$ cat src/pkg/dma_irq_params.svh
`ifndef DMA_IRQ_PARAMS_SVH
`define DMA_IRQ_PARAMS_SVH

// ****************************************************************
// register byte offsets
// ****************************************************************
`define OFS_ENABLE_MASK_LOW    8'h00
`define OFS_ENABLE_MASK_HIGH   8'h04
`define OFS_ENABLE_CLEAR_LOW   8'h08
`define OFS_ENABLE_CLEAR_HIGH  8'h0C
`define OFS_ENABLE_SET_LOW     8'h10
`define OFS_ENABLE_SET_HIGH    8'h14
`define OFS_PENDING_LOW        8'h18
`define OFS_PENDING_HIGH       8'h1C
`define OFS_PENDING_CLEAR_LOW  8'h20
`define OFS_PENDING_CLEAR_HIGH 8'h24
`define OFS_IRQ_REEVALUATE     8'h28
`define OFS_IRQ_STATUS         8'h2C
`define OFS_IRQ_MASK           8'h30

// ****************************************************************
// fields and reset values
// ****************************************************************
`define REEVALUATE_BIT         0
`define STATUS_COMPLETION_BIT  0
`define STATUS_DROPPED_BIT     1
`define STATUS_WIDTH           2
`define CODE_HIGH_BIT          5
`define WORD_RESET             32'h00000000
`define STATUS_RESET           2'h0
`define WORD_ZERO              32'h00000000

`endif

$ cat src/pkg/dma_irq_pkg.sv
package dma_irq_pkg;
  typedef logic [31:0] word_type;
  typedef logic [5:0]  code_type;
  typedef logic [63:0] code_vec_type;

  typedef enum logic [3:0] {
    sel_none,
    sel_enable_mask_low,
    sel_enable_mask_high,
    sel_enable_clear_low,
    sel_enable_clear_high,
    sel_enable_set_low,
    sel_enable_set_high,
    sel_pending_low,
    sel_pending_high,
    sel_pending_clear_low,
    sel_pending_clear_high,
    sel_irq_reevaluate,
    sel_irq_status,
    sel_irq_mask
  } reg_sel_type;

  typedef enum logic {
    bus_idle,
    bus_read_done
  } bus_state_type;
endpackage

$ cat src/pkg/irq_bank_if.sv
`timescale 1ns/1ps
`default_nettype none
interface irq_bank_if;
  import dma_irq_pkg::*;
  word_type set_mask;
  word_type clear_mask;
  word_type pending_clear;
  word_type code_hit;
  word_type enable_mask;
  word_type pending;

  modport bank (
    input  set_mask,
    input  clear_mask,
    input  pending_clear,
    input  code_hit,
    output enable_mask,
    output pending
  );
  modport ctrl (
    output set_mask,
    output clear_mask,
    output pending_clear,
    output code_hit,
    input  enable_mask,
    input  pending
  );
endinterface
`default_nettype wire

$ cat src/logic/irq_bank.sv
`timescale 1ns/1ps
`default_nettype none
`include "dma_irq_params.svh"
module irq_bank (
  input  wire logic clk_i,
  input  wire logic rst_n_i,
  irq_bank_if.bank  bank
);
  import dma_irq_pkg::*;

  // enable mask only moves through the set and clear strobes
  always_ff @(posedge clk_i or negedge rst_n_i) begin
    if (!rst_n_i) begin
      bank.enable_mask <= `WORD_RESET;
    end else begin
      bank.enable_mask <= (bank.enable_mask | bank.set_mask) & ~bank.clear_mask; // RULE1 RULE2 RULE3 RULE11
    end
  end

  // set wins over clear so a code landing with its clear is kept
  always_ff @(posedge clk_i or negedge rst_n_i) begin
    if (!rst_n_i) begin
      bank.pending <= `WORD_RESET; // RULE10
    end else begin
      bank.pending <= (bank.pending & ~bank.pending_clear) | bank.code_hit; // RULE6 RULE7 RULE8
    end
  end
endmodule
`default_nettype wire

$ cat src/logic/irq_pulse_gen.sv
`timescale 1ns/1ps
`default_nettype none
module irq_pulse_gen (
  input  wire logic                       clk_i,
  input  wire logic                       rst_n_i,
  input  wire dma_irq_pkg::code_vec_type  enabled_pending_i,
  input  wire logic                       reevaluate_i,
  output logic                            pulse_o
);
  import dma_irq_pkg::*;

  logic any_now;
  logic any_before;

  assign any_now = |enabled_pending_i; // RULE12 RULE14

  always_ff @(posedge clk_i or negedge rst_n_i) begin
    if (!rst_n_i) begin
      any_before <= 1'b0;
    end else begin
      any_before <= any_now;
    end
  end

  // a new edge only after the whole enabled pending set drained to zero; reevaluate pulses without one
  always_ff @(posedge clk_i or negedge rst_n_i) begin
    if (!rst_n_i) begin
      pulse_o <= 1'b0;
    end else begin
      pulse_o <= (any_now & ~any_before) | (reevaluate_i & any_now); // RULE9 RULE13 RULE14
    end
  end
endmodule
`default_nettype wire

$ cat src/logic/dma_completion_irq_logic.sv
// Summary of operation
// (RULE1) a one in enable_clear_high bit n clears enable of code 32+n
// (RULE2) a one in enable_set_low bit n sets enable of code n
// (RULE3) a one in enable_set_high bit n sets enable of code 32+n
// (RULE4) codes are returned only when final or intermediate irq enable is set
// (RULE5) returned code equals the option word completion_code field
// (RULE6) code n sets pending_low bit n or pending_high bit n-32
// (RULE7) pending bits are sticky until software clears them
// (RULE8) a one in the pending clear pair clears that pending bit
// (RULE9) no further interrupt until all pending bits have been cleared; the code re-arms once all enabled pending bits are zero
// (RULE10) pending registers are read-only and reset to zero
// (RULE11) enable masks are read-only; only set and clear change them
// (RULE12) each enable bit gates its pending code onto the interrupt
// (RULE13) writing one to the reevaluate bit pulses if enabled pending remains
// (RULE14) interrupt pulses when pending and enable together leave all-clear
// (RULE15) enable set and clear registers read back as zero
//
// Design decisions made here: the Avalon-MM register port and the register offsets.
`timescale 1ns/1ps
`default_nettype none
`include "dma_irq_params.svh"
module dma_completion_irq_logic (
  input  wire logic                  clk_i,
  input  wire logic                  rst_n_i,
  // avalon-mm slave
  input  wire logic [7:0]            avs_address_i,
  input  wire logic                  avs_read_i,
  input  wire logic                  avs_write_i,
  input  wire logic [3:0]            avs_byteenable_i,
  input  wire dma_irq_pkg::word_type avs_writedata_i,
  output dma_irq_pkg::word_type      avs_readdata_o,
  output logic                       avs_waitrequest_o,
  // normal completion from the transfer engines
  input  wire logic                  engine_valid_i,
  input  wire dma_irq_pkg::code_type engine_completion_code_i,
  input  wire logic                  engine_final_completion_irq_en_i,
  input  wire logic                  engine_intermediate_completion_irq_en_i,
  // early completion from the channel controller itself
  input  wire logic                  early_valid_i,
  input  wire dma_irq_pkg::code_type early_completion_code_i,
  input  wire logic                  early_final_completion_irq_en_i,
  input  wire logic                  early_intermediate_completion_irq_en_i,
  // interrupts
  output logic                       completion_irq_o,
  output logic                       irq_o
);
  import dma_irq_pkg::*;

  // ****************************************************************
  // address decode
  // ****************************************************************
  reg_sel_type sel;

  always_comb begin
    if (avs_address_i == `OFS_ENABLE_MASK_LOW) begin
      sel = sel_enable_mask_low;
    end else if (avs_address_i == `OFS_ENABLE_MASK_HIGH) begin
      sel = sel_enable_mask_high;
    end else if (avs_address_i == `OFS_ENABLE_CLEAR_LOW) begin
      sel = sel_enable_clear_low;
    end else if (avs_address_i == `OFS_ENABLE_CLEAR_HIGH) begin
      sel = sel_enable_clear_high;
    end else if (avs_address_i == `OFS_ENABLE_SET_LOW) begin
      sel = sel_enable_set_low;
    end else if (avs_address_i == `OFS_ENABLE_SET_HIGH) begin
      sel = sel_enable_set_high;
    end else if (avs_address_i == `OFS_PENDING_LOW) begin
      sel = sel_pending_low;
    end else if (avs_address_i == `OFS_PENDING_HIGH) begin
      sel = sel_pending_high;
    end else if (avs_address_i == `OFS_PENDING_CLEAR_LOW) begin
      sel = sel_pending_clear_low;
    end else if (avs_address_i == `OFS_PENDING_CLEAR_HIGH) begin
      sel = sel_pending_clear_high;
    end else if (avs_address_i == `OFS_IRQ_REEVALUATE) begin
      sel = sel_irq_reevaluate;
    end else if (avs_address_i == `OFS_IRQ_STATUS) begin
      sel = sel_irq_status;
    end else if (avs_address_i == `OFS_IRQ_MASK) begin
      sel = sel_irq_mask;
    end else begin
      sel = sel_none;
    end
  end

  // ****************************************************************
  // write strobes
  // ****************************************************************
  word_type wmask;
  word_type wbits;

  assign wmask = {{8{avs_byteenable_i[3]}}, {8{avs_byteenable_i[2]}},
                  {8{avs_byteenable_i[1]}}, {8{avs_byteenable_i[0]}}};
  // writes finish in their first cycle, so no double strobe
  assign wbits = avs_write_i ? (avs_writedata_i & wmask) : `WORD_ZERO;

  irq_bank_if low_if ();
  irq_bank_if high_if ();

  assign low_if.set_mask       = (sel == sel_enable_set_low)     ? wbits : `WORD_ZERO; // RULE2
  assign high_if.set_mask      = (sel == sel_enable_set_high)    ? wbits : `WORD_ZERO; // RULE3
  assign low_if.clear_mask     = (sel == sel_enable_clear_low)   ? wbits : `WORD_ZERO;
  assign high_if.clear_mask    = (sel == sel_enable_clear_high)  ? wbits : `WORD_ZERO; // RULE1
  assign low_if.pending_clear  = (sel == sel_pending_clear_low)  ? wbits : `WORD_ZERO; // RULE8
  assign high_if.pending_clear = (sel == sel_pending_clear_high) ? wbits : `WORD_ZERO; // RULE8

  logic reevaluate;

  assign reevaluate = (sel == sel_irq_reevaluate) & wbits[`REEVALUATE_BIT]; // RULE13

  // ****************************************************************
  // completion code capture
  // ****************************************************************
  logic         engine_take;
  logic         early_take;
  code_vec_type engine_hit;
  code_vec_type early_hit;
  code_vec_type all_hit;
  logic         dropped;

  // a code without either irq enable carries no completion interrupt, only the dropped status bit
  assign engine_take = engine_valid_i &
                       (engine_final_completion_irq_en_i | engine_intermediate_completion_irq_en_i); // RULE4
  assign early_take  = early_valid_i &
                       (early_final_completion_irq_en_i | early_intermediate_completion_irq_en_i); // RULE4
  assign dropped     = (engine_valid_i & ~engine_take) | (early_valid_i & ~early_take);

  // code value is the option word field as passed, unaltered
  assign engine_hit = engine_take ? (64'h1 << engine_completion_code_i) : 64'h0; // RULE5 RULE6
  assign early_hit  = early_take ? (64'h1 << early_completion_code_i) : 64'h0;   // RULE5 RULE6
  assign all_hit    = engine_hit | early_hit;

  assign low_if.code_hit  = all_hit[31:0];  // RULE6
  assign high_if.code_hit = all_hit[63:32]; // RULE6

  irq_bank low_bank (
    .clk_i   (clk_i),
    .rst_n_i (rst_n_i),
    .bank    (low_if)
  );

  irq_bank high_bank (
    .clk_i   (clk_i),
    .rst_n_i (rst_n_i),
    .bank    (high_if)
  );

  // ****************************************************************
  // completion interrupt
  // ****************************************************************
  code_vec_type enabled_pending;

  assign enabled_pending = {high_if.pending & high_if.enable_mask,
                            low_if.pending & low_if.enable_mask}; // RULE12 RULE14

  irq_pulse_gen pulse_gen (
    .clk_i             (clk_i),
    .rst_n_i           (rst_n_i),
    .enabled_pending_i (enabled_pending),
    .reevaluate_i      (reevaluate),
    .pulse_o           (completion_irq_o)
  );

  // ****************************************************************
  // block status and mask
  // ****************************************************************
  logic [`STATUS_WIDTH-1:0] status;
  logic [`STATUS_WIDTH-1:0] status_mask;
  logic [`STATUS_WIDTH-1:0] status_event;
  logic [`STATUS_WIDTH-1:0] status_clear;

  assign status_event = {dropped, completion_irq_o};
  assign status_clear = (sel == sel_irq_status) ? wbits[`STATUS_WIDTH-1:0] : `STATUS_RESET;

  // event in the clearing cycle survives
  always_ff @(posedge clk_i or negedge rst_n_i) begin
    if (!rst_n_i) begin
      status <= `STATUS_RESET;
    end else begin
      status <= (status & ~status_clear) | status_event;
    end
  end

  always_ff @(posedge clk_i or negedge rst_n_i) begin
    if (!rst_n_i) begin
      status_mask <= `STATUS_RESET;
    end else if (avs_write_i && sel == sel_irq_mask) begin
      status_mask <= (status_mask & ~wmask[`STATUS_WIDTH-1:0])
                     | (avs_writedata_i[`STATUS_WIDTH-1:0] & wmask[`STATUS_WIDTH-1:0]);
    end
  end

  assign irq_o = |(status & status_mask);

  // ****************************************************************
  // read path
  // ****************************************************************
  bus_state_type bus_state;
  word_type      read_value;

  // one wait cycle lets read data come from a flop
  assign avs_waitrequest_o = avs_read_i & (bus_state == bus_idle);

  always_comb begin
    read_value = `WORD_ZERO;
    case (sel)
      sel_enable_mask_low:  read_value = low_if.enable_mask;
      sel_enable_mask_high: read_value = high_if.enable_mask;
      sel_pending_low:      read_value = low_if.pending;  // RULE10
      sel_pending_high:     read_value = high_if.pending; // RULE10
      sel_irq_status:       read_value = {{(32-`STATUS_WIDTH){1'b0}}, status};
      sel_irq_mask:         read_value = {{(32-`STATUS_WIDTH){1'b0}}, status_mask};
      // write-only and unmapped words read as zero
      default:              read_value = `WORD_ZERO; // RULE15
    endcase
  end

  always_ff @(posedge clk_i or negedge rst_n_i) begin
    if (!rst_n_i) begin
      bus_state <= bus_idle;
    end else begin
      case (bus_state)
        bus_idle: begin
          if (avs_read_i) begin
            bus_state <= bus_read_done;
          end
        end
        default: begin
          bus_state <= bus_idle;
        end
      endcase
    end
  end

  always_ff @(posedge clk_i or negedge rst_n_i) begin
    if (!rst_n_i) begin
      avs_readdata_o <= `WORD_RESET;
    end else if (avs_read_i && bus_state == bus_idle) begin
      avs_readdata_o <= read_value;
    end
  end
endmodule
`default_nettype wire

$ cat config.mk
export PLATFORM = sky130hd
export DESIGN_NAME = dma_completion_irq_logic
export DESIGN_NICKNAME = d
export VERILOG_FILES = /design/src/pkg/dma_irq_pkg.sv /design/src/pkg/irq_bank_if.sv /design/src/logic/irq_bank.sv /design/src/logic/irq_pulse_gen.sv /design/src/logic/dma_completion_irq_logic.sv
export VERILOG_INCLUDE_DIRS = /design/src /design/src/pkg
export SDC_FILE = /design/constraint.sdc
export NUM_CORES = 1
export LEC_CHECK = 0
export ABC_CLOCK_PERIOD_IN_PS = 4990
export CORE_MARGIN = 4
export CORE_UTILIZATION = 65
export CTS_BUF_LIST = sky130_fd_sc_hd__clkbuf_8 sky130_fd_sc_hd__clkbuf_16
export CTS_CLUSTER_SIZE = 20
export DETAILED_ROUTE_END_ITERATION = 7
export DONT_BUFFER_PORTS = 1
export PLACE_DENSITY = 0.81
export SLEW_MARGIN = 20
export SYNTH_ARGS = -nofsm -noshare
export SYNTH_HDL_FRONTEND = slang
export SYNTH_SLANG_ARGS = --single-unit
$ cat constraint.sdc
create_clock -name clk_i -period 4.99 [get_ports clk_i]
set_input_delay 0.7485 -clock clk_i [delete_from_list [all_inputs] [get_ports clk_i]]
set_output_delay 0.7485 -clock clk_i [all_outputs]
set_load 0.005 [all_outputs]
Word-level counts from Yosys, hierarchy flattened
Cells that the tools add are included.

cells by class
  multiplexer cells = 26
  shifts and indexed selects = 2
  eq/ne operators = 25
  bitwise operators = 40
  reductions and logical operators = 5

operators with widths
  kind                                                 number
  bitwise AND 32 bit                                   7
  2-to-1 mux 32 bit                                    7
  one-hot mux 32 bit (6 select lines)                  1
  2-to-1 mux 64 bit                                    2
  inverter 32 bit                                      4
  bitwise OR 32 bit                                    4
  << shifter 1 x 6 -> 64 bit, first input constant     2
  bitwise OR 64 bit                                    1
  OR reduction 64 bit                                  1
  2-to-1 mux 4 bit                                     13
  equality test 8 x 6 -> 1 bit, second input constant  5
  equality test 8 x 5 -> 1 bit, second input constant  4
  equality test 4 bit, second input constant           6
  equality test 4 x 3 -> 1 bit, second input constant  4
  equality test 8 x 4 -> 1 bit, second input constant  2
  bitwise AND 1 bit                                    8
  bitwise AND 2 bit                                    4
  equality test 4 x 2 -> 1 bit, second input constant  2
  equality test 8 x 3 -> 1 bit, second input constant  1
  logical NOT 8 bit                                    1
  equality test 4 x 1 -> 1 bit, second input constant  1
  inverter 1 bit                                       4
  inverter 2 bit                                       2
  bitwise OR 1 bit                                     4
  5 further kinds                                      8

storage, ports and cells
  register bits after elaboration = 167
  output and inout bits = 35
  input bits = 66

Logic depth before layout (Yosys ltp)
  depth in word-level cells = 19
  depth in mapped cells = 6

Modules after synthesis
Synthesis repeated with hierarchy kept, for this count alone.

unflattened totals
  cell total of the unflattened synthesis = 1180
  area, all modules = 9436.6 sq um

by module, submodules not included
  module                    sequential area each (sq um)  cells an instance  area each (sq um)  times used
  dma_completion_irq_logic  925.9                         771                4834.6             1
  irq_bank                  1601.5                        192                2202.1             2
  irq_pulse_gen             50.0                          25                 197.7              1

Least setup slack after synthesis
Ideal clock, no wire load.

  path type = input -> register
  start = input port avs_address_i[5]
  end = register avs_readdata_o[23]
  buffers on the path = 1
  data required time = 4.908 ns
  stages = 5
  setup time = 0.082 ns
  path slack = 2.848 ns
  arrival = 2.060 ns
  cells stage by stage = or4b_4 -> nor4_4 -> buf_6 -> a22oi_1 -> a31oi_1

on the way
  cells in the longest elaborated chain, start to end = 16

ends and longest elaborated chain
  element                                            RTL line                         source
  start, declared                                    dma_completion_irq_logic.sv:26   input wire logic [7:0] avs_address_i,
  equality test 8 x 6 -> 1 bit (no source line)      -
  2-to-1 mux 4 bit                                   dma_completion_irq_logic.sv:79   end else if (avs_address_i == `OFS_IRQ_MASK) begin
  2-to-1 mux 4 bit                                   dma_completion_irq_logic.sv:77   end else if (avs_address_i == `OFS_IRQ_STATUS) begin
  2-to-1 mux 4 bit                                   dma_completion_irq_logic.sv:75   end else if (avs_address_i == `OFS_IRQ_REEVALUATE) begin
  2-to-1 mux 4 bit                                   dma_completion_irq_logic.sv:73   end else if (avs_address_i == `OFS_PENDING_CLEAR_HIGH) begin
  2-to-1 mux 4 bit                                   dma_completion_irq_logic.sv:71   end else if (avs_address_i == `OFS_PENDING_CLEAR_LOW) begin
  2-to-1 mux 4 bit                                   dma_completion_irq_logic.sv:69   end else if (avs_address_i == `OFS_PENDING_HIGH) begin
  2-to-1 mux 4 bit                                   dma_completion_irq_logic.sv:67   end else if (avs_address_i == `OFS_PENDING_LOW) begin
  2-to-1 mux 4 bit                                   dma_completion_irq_logic.sv:65   end else if (avs_address_i == `OFS_ENABLE_SET_HIGH) begin
  2-to-1 mux 4 bit                                   dma_completion_irq_logic.sv:63   end else if (avs_address_i == `OFS_ENABLE_SET_LOW) begin
  2-to-1 mux 4 bit                                   dma_completion_irq_logic.sv:61   end else if (avs_address_i == `OFS_ENABLE_CLEAR_HIGH) begin
  2-to-1 mux 4 bit                                   dma_completion_irq_logic.sv:59   end else if (avs_address_i == `OFS_ENABLE_CLEAR_LOW) begin
  2-to-1 mux 4 bit                                   dma_completion_irq_logic.sv:57   end else if (avs_address_i == `OFS_ENABLE_MASK_HIGH) begin
  2-to-1 mux 4 bit *                                 dma_completion_irq_logic.sv:55   if (avs_address_i == `OFS_ENABLE_MASK_LOW) begin
  equality test 4 bit, or another cell as far along  dma_completion_irq_logic.sv:206  case (sel)
  one-hot mux 32 bit (6 select lines) *              dma_completion_irq_logic.sv:206
  end signal, assigned                               dma_completion_irq_logic.sv:237  avs_readdata_o <= `WORD_RESET;
  end signal, assigned                               dma_completion_irq_logic.sv:239  avs_readdata_o <= read_value;
  end, declared                                      dma_completion_irq_logic.sv:31   output dma_irq_pkg::word_type avs_readdata_o,

Mark *: on every way between the ends. The rest lies on a longest branch, timed or not.
A chain may end at the register's enable or synchronous reset.

Worst setup path in the final report
  start = register high_bank.bank.enable_mask[1]
  end = register pulse_gen.pulse_o

on the way
  cells in the longest elaborated chain, start to end = 4

ends and longest elaborated chain
  element                 RTL line                         source
  start, declared         irq_bank_if.sv:17                output enable_mask,
  start signal, assigned  irq_bank.sv:14                   bank.enable_mask <= `WORD_RESET;
  start signal, assigned  irq_bank.sv:16                   bank.enable_mask <= (bank.enable_mask | bank.set_mask) & ~bank.clear_mask;
  bitwise AND 32 bit *    dma_completion_irq_logic.sv:153  assign enabled_pending = {high_if.pending & high_if.enable_mask,
  OR reduction 64 bit *   irq_pulse_gen.sv:15              assign any_now = |enabled_pending_i;
  net pulse_gen.any_now   irq_pulse_gen.sv:12              logic any_now;
  bitwise AND 1 bit       irq_pulse_gen.sv:30              pulse_o <= (any_now & ~any_before) | (reevaluate_i & any_now);
  bitwise OR 1 bit *      irq_pulse_gen.sv:30
  end signal, assigned    irq_pulse_gen.sv:30
  end, declared           irq_pulse_gen.sv:8               output logic pulse_o

The timed path passes the listed nets; every way through them passes the cells marked *.

==> report_table.html <==
<table>
<tr><th>Metric</th><th>Value</th></tr>
<tr><th colspan="2">Status</th></tr>
<tr><td>Result of the run</td><td>finished clean</td></tr>
<tr><th colspan="2">Setup path</th></tr>
<tr><td>Maximum cell stage delay along the critical path</td><td>0.63 ns</td></tr>
<tr><td>Arrival @ worst endpoint</td><td>2.64 ns</td></tr>
<tr><td>Critical-path maximum fanout</td><td>3</td></tr>
<tr><td>Cell-by-cell trace of the critical path</td><td>a22o_1 -&gt; a221oi_1 -&gt; nand4_1 -&gt; or4_1 -&gt; a21boi_0</td></tr>
<tr><td>Cell at the slowest stage of the critical path</td><td>or4_1</td></tr>
<tr><td>Category of the most critical setup path</td><td>flip-flop to flip-flop</td></tr>
<tr><td>Reg-to-reg critical path startpoint</td><td>high_bank.bank.enable_mask[1]</td></tr>
<tr><td>Sort of element at the start of the critical path</td><td>flip-flop</td></tr>
<tr><td>Data required time at the worst endpoint</td><td>5.30 ns</td></tr>
<tr><td>Critical path capture point type</td><td>flip-flop</td></tr>
<tr><td>Origin of the worst setup path</td><td>high_bank.bank.enable_mask[1]</td></tr>
<tr><th colspan="2">Clock network</th></tr>
<tr><td>Clock transition time at the flip-flop clock pins of the worst setup and hold paths</td><td>0.07 ns</td></tr>
<tr><td>Clk_lat worst skew</td><td>0.44 ns</td></tr>
<tr><td>TritonCTS clock tree</td><td>built</td></tr>
<tr><td>Number of levels the H-tree was split into</td><td>4</td></tr>
<tr><td>Post-cts repair resize count</td><td>0</td></tr>
<tr><td>Root buffer selected by CTS</td><td>clkbuf_16</td></tr>
<tr><td>TritonCTS Sinks</td><td>167</td></tr>
<tr><td>Maximum clock path buffer count</td><td>2</td></tr>
<tr><td>Total clock buffers created by CTS</td><td>17</td></tr>
<tr><td>Number of hold-repair buffers added at the cts stage</td><td>0</td></tr>
<tr><td>Total setup buffers inserted after CTS</td><td>0</td></tr>
<tr><th colspan="2">Flow run</th></tr>
<tr><td>Maximum Capacitance Violations</td><td>0</td></tr>
<tr><th colspan="2">Synth</th></tr>
<tr><td>Count of flip-flops with a built-in enable after synthesis</td><td>0</td></tr>
<tr><td>Leading register cell type out of synthesis</td><td>dfrtp_1</td></tr>
<tr><td>Number of synthesized register bits</td><td>167</td></tr>
<tr><td>Cell count after synthesis</td><td>846</td></tr>
<tr><td>Dominant cells by area after synthesis</td><td>dfrtp_1 51%, a21oi_1 7.8%, o221ai_1 5.3%, a22oi_1 5.3%, o21ai_0 4.0%</td></tr>
<tr><td>Async SR Flop Fraction</td><td>100%</td></tr>
<tr><td>Yosys warning count</td><td>0</td></tr>
<tr><td>Proportion of synthesized chip area in sequential cells</td><td>51.0%</td></tr>
<tr><td>Mean post-synth cell area</td><td>9.69 µm²</td></tr>
<tr><td>Synthesized net count</td><td>912</td></tr>
<tr><td>Share of the synthesized area in the top cell type</td><td>51.0%</td></tr>
<tr><td>Leading area contributor after synthesis</td><td>dfrtp_1</td></tr>
<tr><td>Distinct cell type count of the synthesized netlist</td><td>47</td></tr>
<tr><td>Cell area after technology mapping</td><td>8200 µm²</td></tr>
<tr><th colspan="2">Place</th></tr>
<tr><td>Worst-case setup slack after placement</td><td>1.88 ns</td></tr>
<tr><td>Post-detailed-placement half-perimeter wirelength</td><td>21.2 mm</td></tr>
<tr><td>Number of placed instances with taps included</td><td>971</td></tr>
<tr><td>Port Buffer Count</td><td>0</td></tr>
<tr><td>Weighted congestion at the end of routability-driven global placement</td><td>1.02</td></tr>
<tr><th colspan="2">Floorplanning</th></tr>
<tr><td>Die extent in y</td><td>120 µm</td></tr>
<tr><td>Area of the die</td><td>14,500 µm²</td></tr>
<tr><td>Site row count</td><td>40</td></tr>
<tr><td>Horizontal die dimension</td><td>120 µm</td></tr>
<tr><td>Total core area</td><td>12,200 µm²</td></tr>
<tr><td>Top-level port count</td><td>101</td></tr>
<tr><td>Initial Util</td><td>67.4%</td></tr>
<tr><th colspan="2">Timing</th></tr>
<tr><td>Pins Over Slew Limit</td><td>0</td></tr>
<tr><td>Final setup violating endpoints</td><td>0</td></tr>
<tr><td>Final-layout worst hold slack</td><td>0.00809 ns</td></tr>
<tr><td>TNS Setup</td><td>0 ns</td></tr>
<tr><td>Worst Clk Skew</td><td>0.00812 ns</td></tr>
<tr><td>Hold Violations, Final</td><td>0</td></tr>
<tr><td>Share of the clock period used by the worst path</td><td>46.8%</td></tr>
<tr><td>Max_slew headroom</td><td>37.6%</td></tr>
<tr><td>Max frequency</td><td>428 MHz</td></tr>
<tr><td>Minimum period implied by the final worst setup slack</td><td>2.34 ns</td></tr>
<tr><td>RSZ-0062 raised after global routing</td><td>no</td></tr>
<tr><td>Tightest Pin Transition</td><td>0.926 ns</td></tr>
<tr><td>Final setup margin</td><td>2.65 ns</td></tr>
<tr><th colspan="2">Route</th></tr>
<tr><td>Total Routed Length</td><td>31.4 mm</td></tr>
<tr><td>Number of DRC violations after detailed routing</td><td>0</td></tr>
<tr><td>Router iterations before antenna repair</td><td>7</td></tr>
<tr><td>Total number of vias</td><td>8,128</td></tr>
<tr><td>Number of nets still failing antenna checks after routing</td><td>0</td></tr>
<tr><td>Wirelength per Cell</td><td>31.3 µm</td></tr>
<tr><td>Starting DRC count in detailed routing</td><td>1,402</td></tr>
<tr><td>Ratio of routed vias to standard cells</td><td>8.11</td></tr>
<tr><th colspan="2">Global routing</th></tr>
<tr><td>Total track usage</td><td>43.2%</td></tr>
<tr><td>First-pass GRT wire length</td><td>47.0 mm</td></tr>
<tr><td>Layer carrying the most global-route usage</td><td>met2</td></tr>
<tr><td>Vias in the first global route</td><td>7,669</td></tr>
<tr><td>Fraction of met3 tracks used by global routing</td><td>13.7%</td></tr>
<tr><td>Overflow left after global routing</td><td>0</td></tr>
<tr><td>Global routing met1 resource utilization</td><td>57.5%</td></tr>
<tr><td>Number of antenna violations at the first check in global routing</td><td>0</td></tr>
<tr><td>GR Layer Usage met2</td><td>65.9%</td></tr>
<tr><td>Pin count of the biggest net entering global routing</td><td>168</td></tr>
<tr><th colspan="2">Power</th></tr>
<tr><td>Switching power total</td><td>979 µW</td></tr>
<tr><td>Total power per unit cell area</td><td>402 nW/µm²</td></tr>
<tr><td>Sequential fraction of design power</td><td>49.3%</td></tr>
<tr><td>Clock power frac</td><td>40.7%</td></tr>
<tr><td>Fraction of power consumed by combinational cells</td><td>10.1%</td></tr>
<tr><td>Max VDD drop</td><td>0.329 mV</td></tr>
<tr><td>Internal Dissipation</td><td>2590 µW</td></tr>
<tr><td>Switching share of power</td><td>27.4%</td></tr>
<tr><td>Lkg Pwr</td><td>0.00352 µW</td></tr>
<tr><th colspan="2">Layout</th></tr>
<tr><td>Number of filler cells placed in the layout</td><td>871</td></tr>
<tr><td>Final core utilization</td><td>73.1%</td></tr>
<tr><td>Post-route non-filler standard cell count</td><td>1,002</td></tr>
<tr><td>Number of nets in the finished design</td><td>890</td></tr>
<tr><td>Antenna diodes</td><td>0</td></tr>
<tr><td>Share of post-route cells with drive strength above 1</td><td>8.03%</td></tr>
<tr><td>Relative area change from synthesis to final layout</td><td>8.42%</td></tr>
<tr><th colspan="2">Min path</th></tr>
<tr><td>Worst hold path class</td><td>input pin to async pin</td></tr>
</table>
==> kinds of logic after synthesis <==
| group | Yosys count | synth area share, % |
|---|---|---|
| compound gates | 392 | 31.2 |
| simple gates | 225 | 13.7 |
| flops | 167 | 51.0 |
| buf+inv | 60 | 3.87 |
| mux | 2 | 0.275 |
==> synthesized netlist by cell type, types with 2 or more instances <==
library cell	instances
dfrtp_1	167
a21oi_1	128
nand2_1	71
o21ai_0	66
a22oi_1	58
nor2_1	53
o221ai_1	50
a31oi_1	32
and3_1	32
clkbuf_1	28
a221oi_1	18
a22o_1	17
nand3_1	15
buf_2	12
o211ai_1	10
nor2b_1	9
and2_1	8
nand2b_1	8
inv_1	6
nand4_1	6
or2_2	5
a22oi_2	4
buf_1	4
buf_6	4
clkbuf_8	4
o311ai_0	3
or3_1	3
a22o_2	2
buf_4	2
mux2_2	2
nand3b_1	2
nor3_1	2
==> registers in the layout, summed over array words and instances (netlist names), named ones only <==
name	flops
low_bank.bank.enable_mask	32
avs_readdata_o	32
bus_state	1
pulse_gen.any_before	1
low_bank.bank.pending	32
pulse_gen.pulse_o	1
high_bank.bank.pending	32
high_bank.bank.enable_mask	32
status	2
==> cells in the final DEF, fill, tap and decap left out, types with 2 or more instances in the layout <==
master,Yosys,routed
nor4_4,1,2
a22oi_2,4,4
o211ai_1,10,10
or2_2,5,5
nor3_1,2,2
o21ai_0,66,66
and3_1,32,32
dfrtp_1,167,167
a31oi_1,32,32
buf_4,2,11
and2_1,8,8
o311ai_0,3,3
or3_1,3,3
nor2_2,0,6
inv_1,6,6
a22o_1,17,17
clkinv_2,0,4
a221oi_1,18,18
clkbuf_16,0,17
nor2_1,53,47
mux2_2,2,2
nand2b_1,8,8
a21oi_1,128,128
nand3_1,15,15
bufinv_16,0,5
a22oi_1,58,58
nor2b_1,9,8
nand2_1,71,71
o221ai_1,50,50
clkbuf_8,4,2
nand3b_1,2,2
nand4_1,6,6
a22o_2,2,2
==> metrics by stage <==
step                      total power, µW  instance area (µm²)
after floorplan                      1940                 8200
after global placement               2080                 8230
after detailed placement             2100                 8230
after CTS                            3520                 8860
after global routing                 3660                 8890
final                                3570                 8890
==> power groups by stage <==
| stage | clock [µW] | sequential [µW] | combinational (µW) |
|---|---|---|---|
| finish | 1450 | 1760 | 359 |
| global route | 1500 | 1770 | 397 |
| CTS | 1440 | 1740 | 344 |
| detailed placement | 0 | 1760 | 334 |
| global placement | 0 | 1760 | 323 |
| floorplan | 0 | 1670 | 269 |
==> worst max-delay path, delay by kind of cell, from the launching register on <==
| family | cells | cell delay, ns |
|---|---|---|
| AO/OA/AOI/OAI | 3 | 0.98 |
| flip-flops | 1 | 0.44 |
| AND/OR/NAND/NOR | 2 | 0.77 |
==> per-layer routing <==
layer	vias to the layer above	routed length [µm]
met4	0	1830
li1	3234	-
met5	-	0
met2	846	13700
met1	3862	11100
met3	186	4790
==> worst paths after layout <==
| path | cells after the start | to | slack (ns) |
|---|---|---|---|
| worst max-delay path | 5 | pulse_gen.pulse_o | 2.65 |
| worst min-delay path | 0 | high_bank.bank.enable_mask[2] | 0.008 |
| worst max register to register | 5 | pulse_gen.pulse_o | 2.65 |
| worst min register to register | 1 | pulse_gen.pulse_o | 0.52 |
| max in group asynchronous | 1 | low_bank.bank.pending[28] | 4.64 |
| min in group clk_i | 1 | flip-flop | 0.46 |
==> layout make-up <==
| class | count | area, µm² | area share [%] |
|---|---|---|---|
| Sequential cell | 167 | 4180 | 47.0 |
| Inverter | 6 | 22.5 | 0.253 |
| Multi-Input combinational cell | 619 | 3740 | 42.0 |
| Clock buffer | 19 | 453 | 5.09 |
| Tap cell | 168 | 210 | 2.36 |
| Clock inverter | 10 | 178 | 2.00 |
| Timing Repair Buffer | 13 | 114 | 1.28 |
(Power assumes the default switching activity.)
